File: src/hw/ipc_pkg.sv
// constants, commands and carrier types of the interrupt pending control block
package ipc_pkg;

  // ----------------------------------------------------------------
  // clocking and scheduled timer base
  // ----------------------------------------------------------------
  localparam int unsigned CLK_PERIOD_NS = 40;
  localparam int unsigned SCHED_UNIT_NS = 100_000; // 0.1 ms
  // a whole unit, rounded up to cycles
  localparam int unsigned SCHED_UNIT_CYCLES =
    (SCHED_UNIT_NS + CLK_PERIOD_NS - 1) / CLK_PERIOD_NS;
  localparam logic [11:0] TICK_LAST = 12'(SCHED_UNIT_CYCLES - 1);

  // ----------------------------------------------------------------
  // selector values and control words
  // ----------------------------------------------------------------
  localparam logic [15:0] SEL_SCHED = 16'h0004;
  localparam logic [15:0] SEL_HSC_FIRST = 16'h000a;
  localparam logic [15:0] SEL_HSC_LAST = 16'h000f;
  localparam logic [15:0] SEL_IO_FIRST = 16'h0066;
  localparam logic [15:0] SEL_IO_LAST = 16'h006b;
  localparam logic [15:0] CTRL_RETAIN = 16'h0000;
  localparam logic [15:0] CTRL_CLEAR = 16'h0001;
  localparam logic [15:0] CTRL_UNMASK = 16'h0000;
  localparam logic [15:0] CTRL_MASK = 16'h0001;
  localparam logic [15:0] SCHED_STOP = 16'h0000;
  localparam logic [15:0] SCHED_MIN = 16'h000a;
  localparam logic [15:0] SCHED_MAX = 16'h270f;

  // ----------------------------------------------------------------
  // task numbers and reset values
  // ----------------------------------------------------------------
  localparam logic [3:0] TASK_SCHED = 4'h1;
  localparam logic [3:0] TASK_IO_BASE = 4'h2;
  localparam logic [3:0] TASK_HSC_BASE = 4'h8;
  localparam logic [3:0] TASK_POWER_OFF = 4'hf;
  localparam logic [5:0] IO_MASK_RESET = 6'h3f;

  // ----------------------------------------------------------------
  // types
  // ----------------------------------------------------------------
  typedef enum logic [2:0] {
    OP_NONE = 3'b000,
    OP_PENDING_CLEAR = 3'b001,
    OP_MASK_SET = 3'b010,
    OP_BLOCK = 3'b011,
    OP_UNBLOCK = 3'b100
  } ipc_op_t;

  typedef enum logic [0:0] {
    ST_IDLE = 1'b0,
    ST_RUN = 1'b1
  } ipc_state_t;

  typedef struct packed {
    logic valid;
    ipc_op_t op;
    logic [15:0] selector;
    logic [15:0] control;
  } ipc_cmd_t;

  typedef struct packed {
    logic start;
    logic [3:0] id;
  } ipc_task_t;

  typedef struct packed {
    logic [5:0] io_pending;
    logic [5:0] io_mask;
    logic [5:0] hsc_pending;
    logic sched_pending;
    logic sched_running;
    logic blocked;
    logic in_task;
  } ipc_status_t;

endpackage : ipc_pkg

File: src/hw/ipc_top.sv
// interrupt pending control: records, clears and dispatches interrupts
//
// What this block does
// - selectors 102..107 address io inputs 2..7, task of same number.
// - io control 0000 hex retains the pending record, 0001 hex clears it.
// - selector 4 addresses scheduled timer 0, which triggers task 1.
// - scheduled control 10..9999 in 0.1 ms units sets time to first tick.
// - selectors 10..15 address counter comparison records 0..5.
// - counter control 0001 hex clears the record, 0000 hex retains it.
// - error flag set when a clear or mask set selector is not a defined value.
// - error flag set when io or counter control is not 0000 or 0001.
// - error flag set for scheduled value outside 10..9999 (0 allowed in mask set, stops timer); cleared if valid.
// - io clear or retain follows the control bit: set clears.
// - io interrupts arriving during a running task are latched pending.
// - pending io interrupts served later, lowest number first.
// - global block stops io and scheduled tasks, never power-off.
// - after a block, tasks stay blocked until global unblock.
// - block issued inside an interrupt task is rejected with error.
// - unmasking an io input discards earlier detections on it.
// - at start all io inputs masked and scheduled timer stopped.
`timescale 1ns/1ps
module ipc_top
  import ipc_pkg::*;
(
  input wire logic clk,
  input wire logic reset,
  input wire ipc_cmd_t cmd,
  input wire logic [5:0] io_irq_pin,
  input wire logic [5:0] hsc_match_pin,
  input wire logic power_off_pin,
  input wire logic task_done,
  output logic instruction_error_flag,
  output logic cmd_ack,
  output ipc_task_t task_start,
  output ipc_status_t status
);

  // ----------------------------------------------------------------
  // pin synchronisers and edge detection
  // ----------------------------------------------------------------
  logic [12:0] sync1;
  logic [12:0] sync2;
  logic [12:0] sync3;
  logic [5:0] edge_io;
  logic [5:0] edge_hsc;
  logic edge_pwr;
  // sync1 feeds sync2 only; edges are taken from sync2 against sync3
  always_ff @(posedge clk or posedge reset) begin
    if (reset) begin
      sync1 <= '0;
      sync2 <= '0;
      sync3 <= '0;
    end else begin
      sync1 <= {power_off_pin, hsc_match_pin, io_irq_pin};
      sync2 <= sync1;
      sync3 <= sync2;
    end
  end
  assign edge_io = sync2[5:0] & ~sync3[5:0];
  assign edge_hsc = sync2[11:6] & ~sync3[11:6];
  assign edge_pwr = sync2[12] & ~sync3[12];

  // ----------------------------------------------------------------
  // command decode
  // ----------------------------------------------------------------
  logic [5:0] io_pending, next_io_pending;
  logic [5:0] io_mask, next_io_mask;
  logic [5:0] hsc_pending, next_hsc_pending;
  logic blocked, next_blocked;
  ipc_state_t state, next_state;
  logic in_task;
  logic is_io, is_hsc, is_sched, ctl01, sched_ok, cmd_err;
  logic [2:0] idx;
  logic clr_ok, msk_ok;
  assign in_task = (state == ST_RUN);
  // selector windows; idx is the input or counter number
  assign is_io = cmd.selector >= SEL_IO_FIRST
              && cmd.selector <= SEL_IO_LAST;
  assign is_hsc = cmd.selector >= SEL_HSC_FIRST
               && cmd.selector <= SEL_HSC_LAST;
  assign is_sched = cmd.selector == SEL_SCHED;
  assign idx = is_io ? 3'(cmd.selector - SEL_IO_FIRST)
                     : 3'(cmd.selector - SEL_HSC_FIRST);
  assign ctl01 = cmd.control == CTRL_RETAIN || cmd.control == CTRL_CLEAR;
  assign sched_ok = cmd.control >= SCHED_MIN && cmd.control <= SCHED_MAX;
  // operand checks per operation
  always_comb begin
    case (cmd.op)
      OP_PENDING_CLEAR: cmd_err = !(is_io || is_hsc || is_sched)
        || ((is_io || is_hsc) && !ctl01)
        || (is_sched && !sched_ok);
      OP_MASK_SET: cmd_err = !(is_io || is_sched)
        || (is_io && !ctl01)
        || (is_sched && !(sched_ok || cmd.control == SCHED_STOP));
      OP_BLOCK: cmd_err = in_task;
      OP_UNBLOCK: cmd_err = in_task;
      default: cmd_err = 1'b1;
    endcase
  end
  assign clr_ok = cmd.valid && cmd.op == OP_PENDING_CLEAR && !cmd_err;
  assign msk_ok = cmd.valid && cmd.op == OP_MASK_SET && !cmd_err;

  // ----------------------------------------------------------------
  // scheduled timer
  // ----------------------------------------------------------------
  logic sched_running, next_sched_running;
  logic sched_pending, next_sched_pending;
  logic [11:0] tick_cnt, next_tick_cnt;
  logic [13:0] sched_count, next_sched_count;
  logic [13:0] sched_interval, next_sched_interval;
  logic sched_fire, take_sched;
  assign sched_fire = sched_running && tick_cnt == TICK_LAST
                   && sched_count == 14'h0001;
  // counts 0.1 ms ticks; the first delay may differ from the interval
  always_comb begin
    next_sched_running = sched_running;
    next_tick_cnt = tick_cnt;
    next_sched_count = sched_count;
    next_sched_interval = sched_interval;
    next_sched_pending = (sched_pending & ~take_sched) | sched_fire;
    if (sched_running) begin
      next_tick_cnt = (tick_cnt == TICK_LAST) ? 12'h000 : tick_cnt + 12'h001;
      if (tick_cnt == TICK_LAST) begin
        next_sched_count = (sched_count == 14'h0001) ? sched_interval
                                                     : sched_count - 14'h0001;
      end
    end
    if (clr_ok && is_sched) begin
      next_sched_count = cmd.control[13:0];
      next_tick_cnt = 12'h000;
    end else if (msk_ok && is_sched) begin
      next_sched_running = cmd.control != SCHED_STOP;
      next_sched_interval = cmd.control[13:0];
      next_sched_count = cmd.control[13:0];
      next_tick_cnt = 12'h000;
    end
  end
  // timer stopped out of reset
  always_ff @(posedge clk or posedge reset) begin
    if (reset) begin
      sched_running <= 1'b0;
      sched_pending <= 1'b0;
      tick_cnt <= 12'h000;
      sched_count <= 14'h0000;
      sched_interval <= 14'h0000;
    end else begin
      sched_running <= next_sched_running;
      sched_pending <= next_sched_pending;
      tick_cnt <= next_tick_cnt;
      sched_count <= next_sched_count;
      sched_interval <= next_sched_interval;
    end
  end

  // ----------------------------------------------------------------
  // pending records and masks
  // ----------------------------------------------------------------
  logic [5:0] take_io, take_hsc;
  logic pwr_pending, next_pwr_pending, take_pwr;
  // a new edge on an unmasked input always wins over a clear in the same cycle
  for (genvar i = 0; i < 6; i++) begin : g_rec
    logic io_clr, io_unmask, hsc_clr;
    assign io_clr = clr_ok && is_io && idx == 3'(i)
                 && cmd.control[0];
    assign io_unmask = msk_ok && is_io && idx == 3'(i)
                    && cmd.control == CTRL_UNMASK;
    assign hsc_clr = clr_ok && is_hsc && idx == 3'(i)
                  && cmd.control == CTRL_CLEAR;
    // latched even while a task runs or tasks are blocked
    assign next_io_pending[i] = (io_pending[i] & ~(io_clr | io_unmask
      | take_io[i])) | (edge_io[i] & ~io_mask[i]);
    assign next_io_mask[i] = (msk_ok && is_io && idx == 3'(i))
      ? cmd.control[0] : io_mask[i];
    assign next_hsc_pending[i] = (hsc_pending[i] & ~(hsc_clr | take_hsc[i]))
      | edge_hsc[i];
  end
  assign next_pwr_pending = (pwr_pending & ~take_pwr) | edge_pwr;
  // io masks come up set, so no io interrupt is recorded before an unmask
  always_ff @(posedge clk or posedge reset) begin
    if (reset) begin
      io_pending <= 6'h00;
      io_mask <= IO_MASK_RESET;
      hsc_pending <= 6'h00;
      pwr_pending <= 1'b0;
    end else begin
      io_pending <= next_io_pending;
      io_mask <= next_io_mask;
      hsc_pending <= next_hsc_pending;
      pwr_pending <= next_pwr_pending;
    end
  end

  // ----------------------------------------------------------------
  // global block and dispatch
  // ----------------------------------------------------------------
  ipc_task_t next_task;
  logic next_err, next_ack;
  // lowest set bit wins; bit 0 is the lowest input number
  function automatic logic [5:0] ipc_lowest(input logic [5:0] v);
    logic [5:0] r;
    r = 6'h00;
    for (int k = 5; k >= 0; k--) begin
      if (v[k]) begin
        r = 6'h00;
        r[k] = 1'b1;
      end
    end
    return r;
  endfunction : ipc_lowest
  function automatic logic [3:0] ipc_index(input logic [5:0] onehot);
    logic [3:0] r;
    r = 4'h0;
    for (int k = 0; k < 6; k++) begin
      if (onehot[k]) begin
        r = 4'(k);
      end
    end
    return r;
  endfunction : ipc_index
  // power-off is not subject to the block; one task runs at a time
  always_comb begin
    next_state = state;
    next_task = '{start: 1'b0, id: task_start.id};
    take_io = 6'h00;
    take_hsc = 6'h00;
    take_sched = 1'b0;
    take_pwr = 1'b0;
    next_blocked = blocked;
    if (cmd.valid && !in_task && cmd.op == OP_BLOCK) begin
      next_blocked = 1'b1;
    end else if (cmd.valid && !in_task && cmd.op == OP_UNBLOCK) begin
      next_blocked = 1'b0;
    end
    case (state)
      ST_IDLE: begin
        if (pwr_pending) begin
          take_pwr = 1'b1;
          next_task = '{start: 1'b1, id: TASK_POWER_OFF};
        end else if (!blocked && io_pending != 6'h00) begin
          take_io = ipc_lowest(io_pending);
          next_task = '{start: 1'b1, id: TASK_IO_BASE + ipc_index(take_io)};
        end else if (!blocked && sched_pending) begin
          take_sched = 1'b1;
          next_task = '{start: 1'b1, id: TASK_SCHED};
        end else if (!blocked && hsc_pending != 6'h00) begin
          take_hsc = ipc_lowest(hsc_pending);
          next_task = '{start: 1'b1,
                        id: TASK_HSC_BASE + ipc_index(take_hsc)};
        end
        if (next_task.start) begin
          next_state = ST_RUN;
        end
      end
      ST_RUN: begin
        if (task_done) begin
          next_state = ST_IDLE;
        end
      end
      default: next_state = ST_IDLE;
    endcase
    // flag follows each command; valid operands clear it
    next_ack = cmd.valid;
    next_err = cmd.valid ? cmd_err : instruction_error_flag;
  end
  // dispatch state and command answer registers
  always_ff @(posedge clk or posedge reset) begin
    if (reset) begin
      state <= ST_IDLE;
      blocked <= 1'b0;
      task_start <= '0;
      instruction_error_flag <= 1'b0;
      cmd_ack <= 1'b0;
    end else begin
      state <= next_state;
      blocked <= next_blocked;
      task_start <= next_task;
      instruction_error_flag <= next_err;
      cmd_ack <= next_ack;
    end
  end

  assign status = '{io_pending: io_pending, io_mask: io_mask,
                    hsc_pending: hsc_pending, sched_pending: sched_pending,
                    sched_running: sched_running, blocked: blocked,
                    in_task: in_task};
endmodule : ipc_top

File: config.mk
export PLATFORM = sky130hd
export DESIGN_NAME = ipc_top
export DESIGN_NICKNAME = d
export VERILOG_FILES = /design/src/hw/ipc_pkg.sv /design/src/hw/ipc_top.sv
export SDC_FILE = /design/constraint.sdc
export NUM_CORES = 1
export LEC_CHECK = 0
export ABC_AREA = 1
export BUFFER_PORTS_ARGS = -buffer_cell sky130_fd_sc_hd__buf_2
export CAP_MARGIN = 40
export CORE_MARGIN = 2
export CORE_UTILIZATION = 57
export CTS_CLUSTER_SIZE = 25
export DETAILED_ROUTE_END_ITERATION = 16
export GPL_TIMING_DRIVEN = 0
export PLACE_DENSITY_LB_ADDON = 0.08
export SYNTH_ARGS = -nofsm -noshare
export SYNTH_HDL_FRONTEND = slang
export SYNTH_SLANG_ARGS = --single-unit
File: constraint.sdc
create_clock -name clk -period 4.18 [get_ports clk]
set_input_delay 0.209 -clock clk [delete_from_list [all_inputs] [get_ports clk]]
set_output_delay 0.209 -clock clk [all_outputs]
set_load 0.01 [all_outputs]
==> flow_summary.yaml, run 1 <==
floorplan:
  io_pins: 81
  die_w_um: 102.6
  dieArea_um2: 10530
  die_y_um: 102.6
  coreArea_um2: 9328
  initial_utilization_pct: 59.44
  rows: 35
global_routing:
  grt_pass1_vias: 4709
  grt_max_degree: 65
  grt_first_pass_wirelength_um: 22200
  grt_overflow: 0
  antenna_found_initial: 0
  track_usage_pct: 27.07
logic_synthesis:
  ys_types: 44
  synth.largest_area_cell: "dfrtp_1"
  async_flop_share_pct: 100.0
  synth_edf_count: 0
  yosysWarningCount: 0
  avgSynthCellArea_um2: 7.989
  syn_nets: 749
  synthCells: 694
  yosys_register_bits: 109
  yosysSeqAreaShare_pct: 49.33
  synth_top_cell_area_share_pct: 46.49
  synth_area_um2: 5544
  ys.flop_type: "dfrtp_1"
  synthTopCellsByArea: "dfrtp_1 46%, nand2_1 12%, inv_1 6.2%, nand3_1 5.8%, nor2_1 4.9%"
sta:
  hold_viol: 0
  finalSetupViolCount: 0
  fin_crit_sh_pct: 56.49
  post-route-min-period_ps: 2361
  rsz0062_at_grt: "no"
  timing.slew.headroom_pct: 49.40
  drv_slew: 0
  max_freq_mhz: 423.5
  fin_skew_ps: 8.967
  timing.setup.tns_ps: 0
  tightest_slew_ps: 759.0
clock_tree:
  clk_latency_ps: 370
  cts_resized: 0
  cts-root-buf: "clkbuf_8"
  cts_tree: "built"
  post_cts_buffers: 0
  cts_max_path_buffers: 2
  numCtsBuffers: 9
  clock-sinks: 109
  clkTransAtPathRegs_ps: 100
  htree_levels: 3
layout:
  final_cell_mix: "170 x nand2_1, 103 x dfrtp_1, 91 x inv_1, 81 x buf_2, 72 x nor2_1"
  drive_gt1_share_pct: 18.26
  instances_no_fill: 934
  final_common_cell: "nand2_1"
  synthToLayoutAreaGrowth_pct: 17.22
  n_antenna_cell: 0
  final_net_count: 855
power:
  ir_drop_mv: 0.2302
  clockPowerShare_pct: 31.0
  seq_power_share_pct: 52.5
  leakage_nw: 3.300
  sw_frac_of_total_pct: 28.72
  power_switching_mw: 0.6362
  p_comb_share_pct: 16.6
  finalPower_mw: 2.215
  power_density_nw_per_um2: 340.8
  p_int_mw: 1.579
detailed_routing:
  met2_wirelength_um: 6223
  wl_per_cell_um: 14.38
  topRoutingLayerUsed: "met4"
  drcViolationCount: 0
  drt_first_pass_iters: 7
  drtIter0Drc: 390
  met3_length_um: 756
  drt-total-wl_um: 13430
  wl_met1_um: 6266
  vias: 5028
  postRouteAntennaNets: 0
  vias_per_cell: 5.383
hold_path:
  min_path_type: "in2reg"
  hold_path_end: "cmd_ack"
  hp-start: "cmd[35]"
  whs_path_depth: 1
placed_design:
  placedCellCount: 903
  dp_hpwl_um: 10110
  gp_congestion: 0.9159
  io_buffers: 79
worst_setup_path:
  critical-path-slowest-cell: "buf_1"
  crit_family: "simple AND/OR/NAND/NOR gates"
  path_buf_inv: 3
  arrival_ps: 2630
  path_class: "reg2reg"
  cp_data_required_time_ps: 4450
  path_cells: "inv_1 > nor4_1 > nand3b_1 > nor2_1 > clkinv_1 > buf_1 > nand3_2 > nand2_1"
  timing.rr.start: "tick_cnt[7]"
  reg2reg_depth: 8
  reg2reg_to: "sched_count[1]"
  reg2reg_slack_ps: 1820
  slowest_delay_ps: 430
  crit_path_start: "tick_cnt[7]"
  cp_max_fo: 10
  start_kind: "flop"
  end_kind: "flop"
status:
  status: "completed"
job:
  maxCapViolCount: 0
==> metal layers <==
| metal | GRT usage, % | vias up |
|---|---|---|
| li1 | - | 2456 |
| met1 | 39.00 | 2369 |
| met2 | 42.33 | 188 |
| met3 | 4.814 | 15 |
| met4 | 7.795 | 0 |
| met5 | 0 | - |
==> cell families (layout without fill, tap and decap cells) <==
logic type      Yosys count  count (layout)  synth area share, %
xor+xnor                 11              11                1.738
fa+ha+maj                 3               3               0.6771
buf+inv                 114             225                8.373
simple gates            376             376                31.37
compound gates           81              81                8.508
flops                   109             109                49.33
==> how the worst max path moves through the flow <==
| stage | end | cells after the start | slack [ps] |
|---|---|---|---|
| 2_1_floorplan | blocked | 1 | 1110 |
| 3_3_place_gp | sync1[10] | 2 | -20 |
| 3_5_place_dp | sched_interval[1] | 14 | 1830 |
| 4_1_cts | sched_count[3] | 8 | 1930 |
| 5_1_grt | sched_pending | 7 | 1710 |
| 6_report | sched_count[1] | 8 | 1820 |
==> final cells by class <==
cell class	count	area, um^2
plain buffers	18	103.9
inverters	96	362.8
clock inverters	5	66.31
fillers	779	2829
flip-flops and latches	109	2735
repair buffers	95	573.1
multi-input cells	471	2345
clock buffers	11	151.4
well taps	129	161.4
==> synth_stat cells, drive strengths merged, types with 4 or more instances <==
cell,number
clkbuf,8
a31oi,4
nand4,8
nor2,79
buf,10
dfstp,6
or3b,6
nand2,174
nor3,20
nand3,74
xor2,8
dfrtp,103
nand3b,6
o22ai,4
o211ai,13
nor4,4
inv,95
a21oi,16
o21ai,36
==> stage by stage <==
step | util [%] | instance area [um^2] | setup WS, ps | hold slack (ps)
after global placement | 65.41 | 6101 | -18.43 | 316.7
after global routing | 69.67 | 6499 | 1709 | 2.514
final | 69.67 | 6499 | 1819 | 23.38
after floorplan | - | 5544 | 1107 | 240.4
after CTS | 69.67 | 6499 | 1931 | 8.794
after detailed placement | 65.73 | 6131 | 1832 | 314.6
==> power groups by stage <==
stage / logic (mW) / clock network, mW / registers (mW)
2_1_floorplan: 0.209 / 0 / 1.19
3_3_place_gp: 0.340 / 0 / 1.18
3_5_place_dp: 0.354 / 0 / 1.18
4_1_cts: 0.366 / 0.704 / 1.16
5_1_grt: 0.410 / 0.747 / 1.17
6_report: 0.367 / 0.686 / 1.16
==> flip-flops by register name (all words and copies together), names as in the netlist, 5 cells and up <==
| register | flops |
|---|---|
| io_pending | 6 |
| sched_count | 14 |
| task_start | 5 |
| tick_cnt | 12 |
| sched_interval | 14 |
| sync2 | 13 |
| hsc_pending | 6 |
| sync3 | 13 |
| sync1 | 13 |
| io_mask | 6 |
==> what timing repair did <==
item	CTS	global route
endpoints found under the hold margin	56	0
endpoints found under the setup margin	0	0
hold buffers	15	0
(Power assumes the default switching activity.)
==> inputs of run 2 (changes only) <==
==> constraint.sdc (replaced) <==
create_clock -name clk -period 2.2 [get_ports clk]
set_input_delay 0.11 -clock clk [delete_from_list [all_inputs] [get_ports clk]]
set_output_delay 0.11 -clock clk [all_outputs]
set_load 0.01 [all_outputs]
==> run 2 against run 1 <==
  * Wire length grew 1.0%
  * Worst setup slack got worse by 1700 ps
  * Highest routed layer unchanged
  * Worst hold slack lost 2.5 ps
  * First-iteration DRC count fell by 25%
  * Via count shrank 0.28%
  * Critical path depth up 6
==> flow_summary.yaml, run 2 (synthesis gave the netlist of run 1 again) <==
layout:
  regArea_um2: 2735
  multi_input_area_um2: 2365
  final_common_cell: "nand2_1"
  final_net_count: 858
  n_antenna_cell: 0
  fill_cells: 774
  drive_gt1_share_pct: 19.43
  instances_no_fill: 937
  synthToLayoutAreaGrowth_pct: 17.87
  final_cell_mix: "169 x nand2_1, 103 x dfrtp_1, 91 x inv_1, 81 x buf_2, 71 x nor2_1"
  top_regs: "sched_count (14), sched_interval (14)"
  design_area_um2: 6535
  postLayoutCoreUtil_pct: 70.06
floorplan:
  die_y_um: 102.6
  die_w_um: 102.6
  io_pins: 81
  initial_utilization_pct: 59.44
  coreArea_um2: 9328
  rows: 35
  dieArea_um2: 10530
clock_tree:
  cts_tree: "built"
  cts_max_path_buffers: 2
  cts-root-buf: "clkbuf_8"
  post_cts_buffers: 0
  clkTransAtPathRegs_ps: 110
  numCtsBuffers: 9
  clk_latency_ps: 370
  clock-sinks: 109
  htree_levels: 3
worst_setup_path:
  cp_data_required_time_ps: 2470
  path_class: "reg2reg"
  end_kind: "flop"
  start_kind: "flop"
  arrival_ps: 2310
  cp_max_fo: 5
power:
  seq_power_share_pct: 54.0
  power_switching_mw: 1.223
  p_int_mw: 2.862
  leakage_nw: 3.309
  sw_frac_of_total_pct: 29.93
  p_comb_share_pct: 17.1
  ir_drop_mv: 0.4282
  clockPowerShare_pct: 28.8
  power_density_nw_per_um2: 625.1
global_routing:
  track_usage_pct: 27.24
  antenna_found_initial: 0
  grt_overflow: 0
  grt_first_pass_wirelength_um: 22250
  grt_max_degree: 42
  grt_pass1_vias: 4699
sta:
  timing.setup.tns_ps: 0
  max_freq_mhz: 491.5
  fin_crit_sh_pct: 92.49
  timing.slew.headroom_pct: 54.78
  rsz0062_at_grt: "yes"
  tightest_slew_ps: 678.2
  holdWs_ps: 20.92
  fin_skew_ps: 15.09
  finalSetupViolCount: 0
  post-route-min-period_ps: 2035
  drv_slew: 0
  hold_viol: 0
detailed_routing:
  drtIter0Drc: 291
  drt-total-wl_um: 13570
  vias_per_cell: 5.351
  drt_first_pass_iters: 5
  drcViolationCount: 0
  vias: 5014
  postRouteAntennaNets: 0
  wl_per_cell_um: 14.48
hold_path:
  min_path_type: "in2reg"
job:
  maxCapViolCount: 0
status:
  status: "completed"
placed_design:
  placed_area_um2: 6145
  placedCellCount: 904
  gp_congestion: 0.9029
  io_buffers: 79
  dp_hpwl_um: 10110
==> run 2: cell count changes in the layout (fill, tap and decap cells not counted), moves of 2 or more <==
cell / change
nand3_1: -2
clkbuf_2: +3
nand3_2: +2
clkinv_4: +2
buf_12: +3
==> run 2: power groups by stage <==
stage          logic (mW)  clock network, mW  registers (mW)
5_1_grt             0.803               1.28            2.23
3_5_place_dp        0.673                  0            2.25
2_1_floorplan       0.397                  0            2.26
4_1_cts             0.698               1.20            2.21
6_report            0.700               1.18            2.21
3_3_place_gp        0.648                  0            2.25
==> run 2: routing by layer <==
metal	up-vias	part of all wire [%]	track usage (%)
li1	2457	-	-
met1	2352	44	36.44
met2	178	48	45.55
met3	27	6.4	4.746
met4	0	1.7	8.410
met5	-	0	0
==> run 2: final timing paths <==
| kind | end | from | cells after the start | slack (ps) |
|---|---|---|---|---|
| worst min register to register | sync2[7] | sync1[7] | 0 | 350 |
| worst min-delay path | sched_interval[6] | cmd[6] | 3 | 20 |
| max in group asynchronous | io_mask[4] | reset | 5 | 1250 |
| min in group asynchronous | sync1[9] | reset | 3 | 200 |
| worst max-delay path | hsc_pending[3] | io_pending[0] | 14 | 170 |
| worst max register to register | hsc_pending[3] | io_pending[0] | 14 | 170 |
==> run 2: worst max-delay path, stage by stage, from the launching register on <==
cell and delay (ps):
dfrtp_1 420, inv_1 80, nand2_1 90, inv_1 110, nand2_1 90, nor2_2 150, nand3_2 140, nor2_1 210
nand3_2 140, inv_1 100, nand2_1 70, nor2_1 110, a21boi_0 100, nand2_1 80, nand2_1 50
==> run 2: final cells by class <==
| class | count | share of cell area [%] |
|---|---|---|
| multi-input cells | 471 | 36.19 |
| clock buffers | 11 | 2.164 |
| well taps | 129 | 2.470 |
| clock inverters | 5 | 0.6893 |
| plain buffers | 18 | 1.647 |
| flip-flops and latches | 109 | 41.85 |
| inverters | 96 | 5.572 |
| repair buffers | 98 | 9.420 |
==> run 2: timing repair <==
| item | in CTS | in global routing |
|---|---|---|
| endpoints found under the hold margin | 56 | 0 |
| endpoints found under the setup margin | 0 | 21 |
| hold buffers | 16 | 0 |
| gates resized for setup | 0 | 11 |
==> run 2: stage by stage <==
step | worst slack (ps) | power [mW]
floorplan | 437.6 | 2.660
global placement | -28.07 | 2.894
detailed placement | -72.15 | 2.919
CTS | 20.66 | 4.106
global route | -64.83 | 4.310
finish | 165.2 | 4.085
==> inputs of run 3 (changes only) <==
--- a/config.mk
+++ b/config.mk
@@ -13,7 +13,7 @@
 export CTS_CLUSTER_SIZE = 25
 export DETAILED_ROUTE_END_ITERATION = 16
 export GPL_TIMING_DRIVEN = 0
-export PLACE_DENSITY_LB_ADDON = 0.08
+export PLACE_DENSITY = 0.88
 export SYNTH_ARGS = -nofsm -noshare
 export SYNTH_HDL_FRONTEND = slang
 export SYNTH_SLANG_ARGS = --single-unit
==> run 3 against run 2 <==
  * Highest routed layer unchanged
  * Register-to-register slack worse by 20 ps
  * Clock skew is 7.9 ps higher
  * Wire length is 1.0% higher
  * Clock power hardly changed
  * Worst setup slack worse by 120 ps
  * Maximum frequency is 5.6% lower
==> flow_summary.yaml, run 3 (synthesis gave the netlist of run 1 again) <==
sta:
  fin_skew_ps: 22.98
  post-route-min-period_ps: 2155
  tightest_slew_ps: 649.3
  fin_crit_sh_pct: 97.97
  timing.slew.headroom_pct: 56.72
  hold_viol: 0
  max_freq_mhz: 464.0
  holdWs_ps: 12.19
  drv_slew: 0
  finalSetupViolCount: 0
  timing.setup.tns_ps: 0
clock_tree:
  numCtsBuffers: 9
  cts-root-buf: "clkbuf_8"
  clock-sinks: 109
  clkTransAtPathRegs_ps: 120
  cts_max_path_buffers: 2
  clk_latency_ps: 400
  htree_levels: 3
  cts_tree: "built"
global_routing:
  grt_util_met3_pct: 5.085
  grt_busiest_layer: "met2"
  use_met1_pct: 36.42
  grt_overflow: 0
  antenna_found_initial: 0
  grt_pass1_vias: 4736
  use_met2_pct: 43.24
  grt_max_degree: 40
  track_usage_pct: 27.10
  grt_first_pass_wirelength_um: 21910
layout:
  final_common_cell: "nand2_1"
  fill_cells: 706
  synthToLayoutAreaGrowth_pct: 19.43
  final_net_count: 865
  n_antenna_cell: 0
  drive_gt1_share_pct: 20.25
  final_cell_mix: "169 x nand2_1, 103 x dfrtp_1, 91 x inv_1, 82 x buf_2, 69 x nor2_1"
  regArea_um2: 2735
  multi_input_area_um2: 2389
  top_regs: "sched_count (14), sched_interval (14)"
detailed_routing:
  drt_first_pass_iters: 5
  vias_per_cell: 5.415
  vias: 5112
  drtIter0Drc: 434
  drcViolationCount: 0
  wl_per_cell_um: 14.52
  drt-total-wl_um: 13710
  postRouteAntennaNets: 0
job:
  maxCapViolCount: 0
worst_setup_path:
  reg2reg_slack_ps: 150
  timing.rr.start: "sched_count[8]"
  crit_path_start: "cmd[3]"
  reg2reg_depth: 9
  arrival_ps: 2430
  cp_max_fo: 10
  start_kind: "input pin"
  crit_end: "sched_count[1]"
  path_class: "in2reg"
  end_kind: "flop"
  reg2reg_to: "sched_count[5]"
  cp_data_required_time_ps: 2480
power:
  finalPower_mw: 4.124
  leakage_nw: 3.334
  power_density_nw_per_um2: 622.8
  ir_drop_mv: 0.4632
placed_design:
  dp_hpwl_um: 10050
  io_buffers: 79
  gp_congestion: 0.9450
floorplan:
  die_w_um: 102.6
  io_pins: 81
  rows: 35
  initial_utilization_pct: 59.44
  dieArea_um2: 10530
  die_y_um: 102.6
  coreArea_um2: 9328
hold_path:
  min_path_type: "in2reg"
status:
  status: "completed"
[run 3: cell type report]
cell class	instances	area share, %
plain buffers	18	1.644
clock buffers	9	1.871
clock inverters	7	0.9637
inverters	96	5.499
multi-input cells	471	36.07
flip-flops and latches	109	41.31
well taps	129	2.438
repair buffers	105	10.20
[run 3: power by group]
part | switching (mW) | internal [mW]
clock network | 0.741 | 0.437
logic | 0.446 | 0.285
registers | 0.0842 | 2.13
[run 3: per-layer routing]
metal  part of all wire (%)  vias up
li1                       -     2466
met1                     42     2365
met2                     47      251
met3                    8.2       30
met4                    2.6        0
met5                      0        -
[run 3: timing repair]
| action | 4_1_cts | 5_1_grt |
|---|---|---|
| hold endpoints to repair | 95 | 0 |
| pin swaps | 0 | 2 |
| resized for setup | 1 | 17 |
| setup endpoints to repair | 10 | 42 |
| buffers inserted | 0 | 2 |
| cloned | 0 | 1 |
| hold buffers | 20 | 0 |
[run 3: worst max-delay path: stages]
cell           delay [ps]
dlygate4sd3_1         530
buf_2                 160
inv_1                  70
nor2_1                100
nor2_1                 40
nand2_1                90
nand3_2               100
nand3_1                90
nand2_1                90
nand2_2                80
nand2_2                80
nor3_4                320
nand2_2               130
buf_6                 170
buf_6                 150
nand3_2                60
nand2_1                60
[run 3: stage by stage]
stage	util, %	std cells	setup WS (ps)	instance area [um^2]
6_report	70.99	944	44.71	6621
5_1_grt	70.99	944	-49.01	6621
4_1_cts	70.26	941	53.05	6554
3_5_place_dp	66.09	905	-42.27	6165
3_3_place_gp	65.45	902	47.56	6105
2_1_floorplan	-	694	437.6	5548
[run 3: worst min path at each step]
stage / from / endpoint / depth (start not counted)
finish: cmd[8] / sched_interval[8] / 3
global route: cmd[6] / sched_interval[6] / 3
CTS: cmd[4] / sched_interval[4] / 3
detailed placement: reset / sync2[5] / 2
global placement: io_irq_pin[4] / sync1[4] / 1
floorplan: cmd[35] / cmd_ack / 0
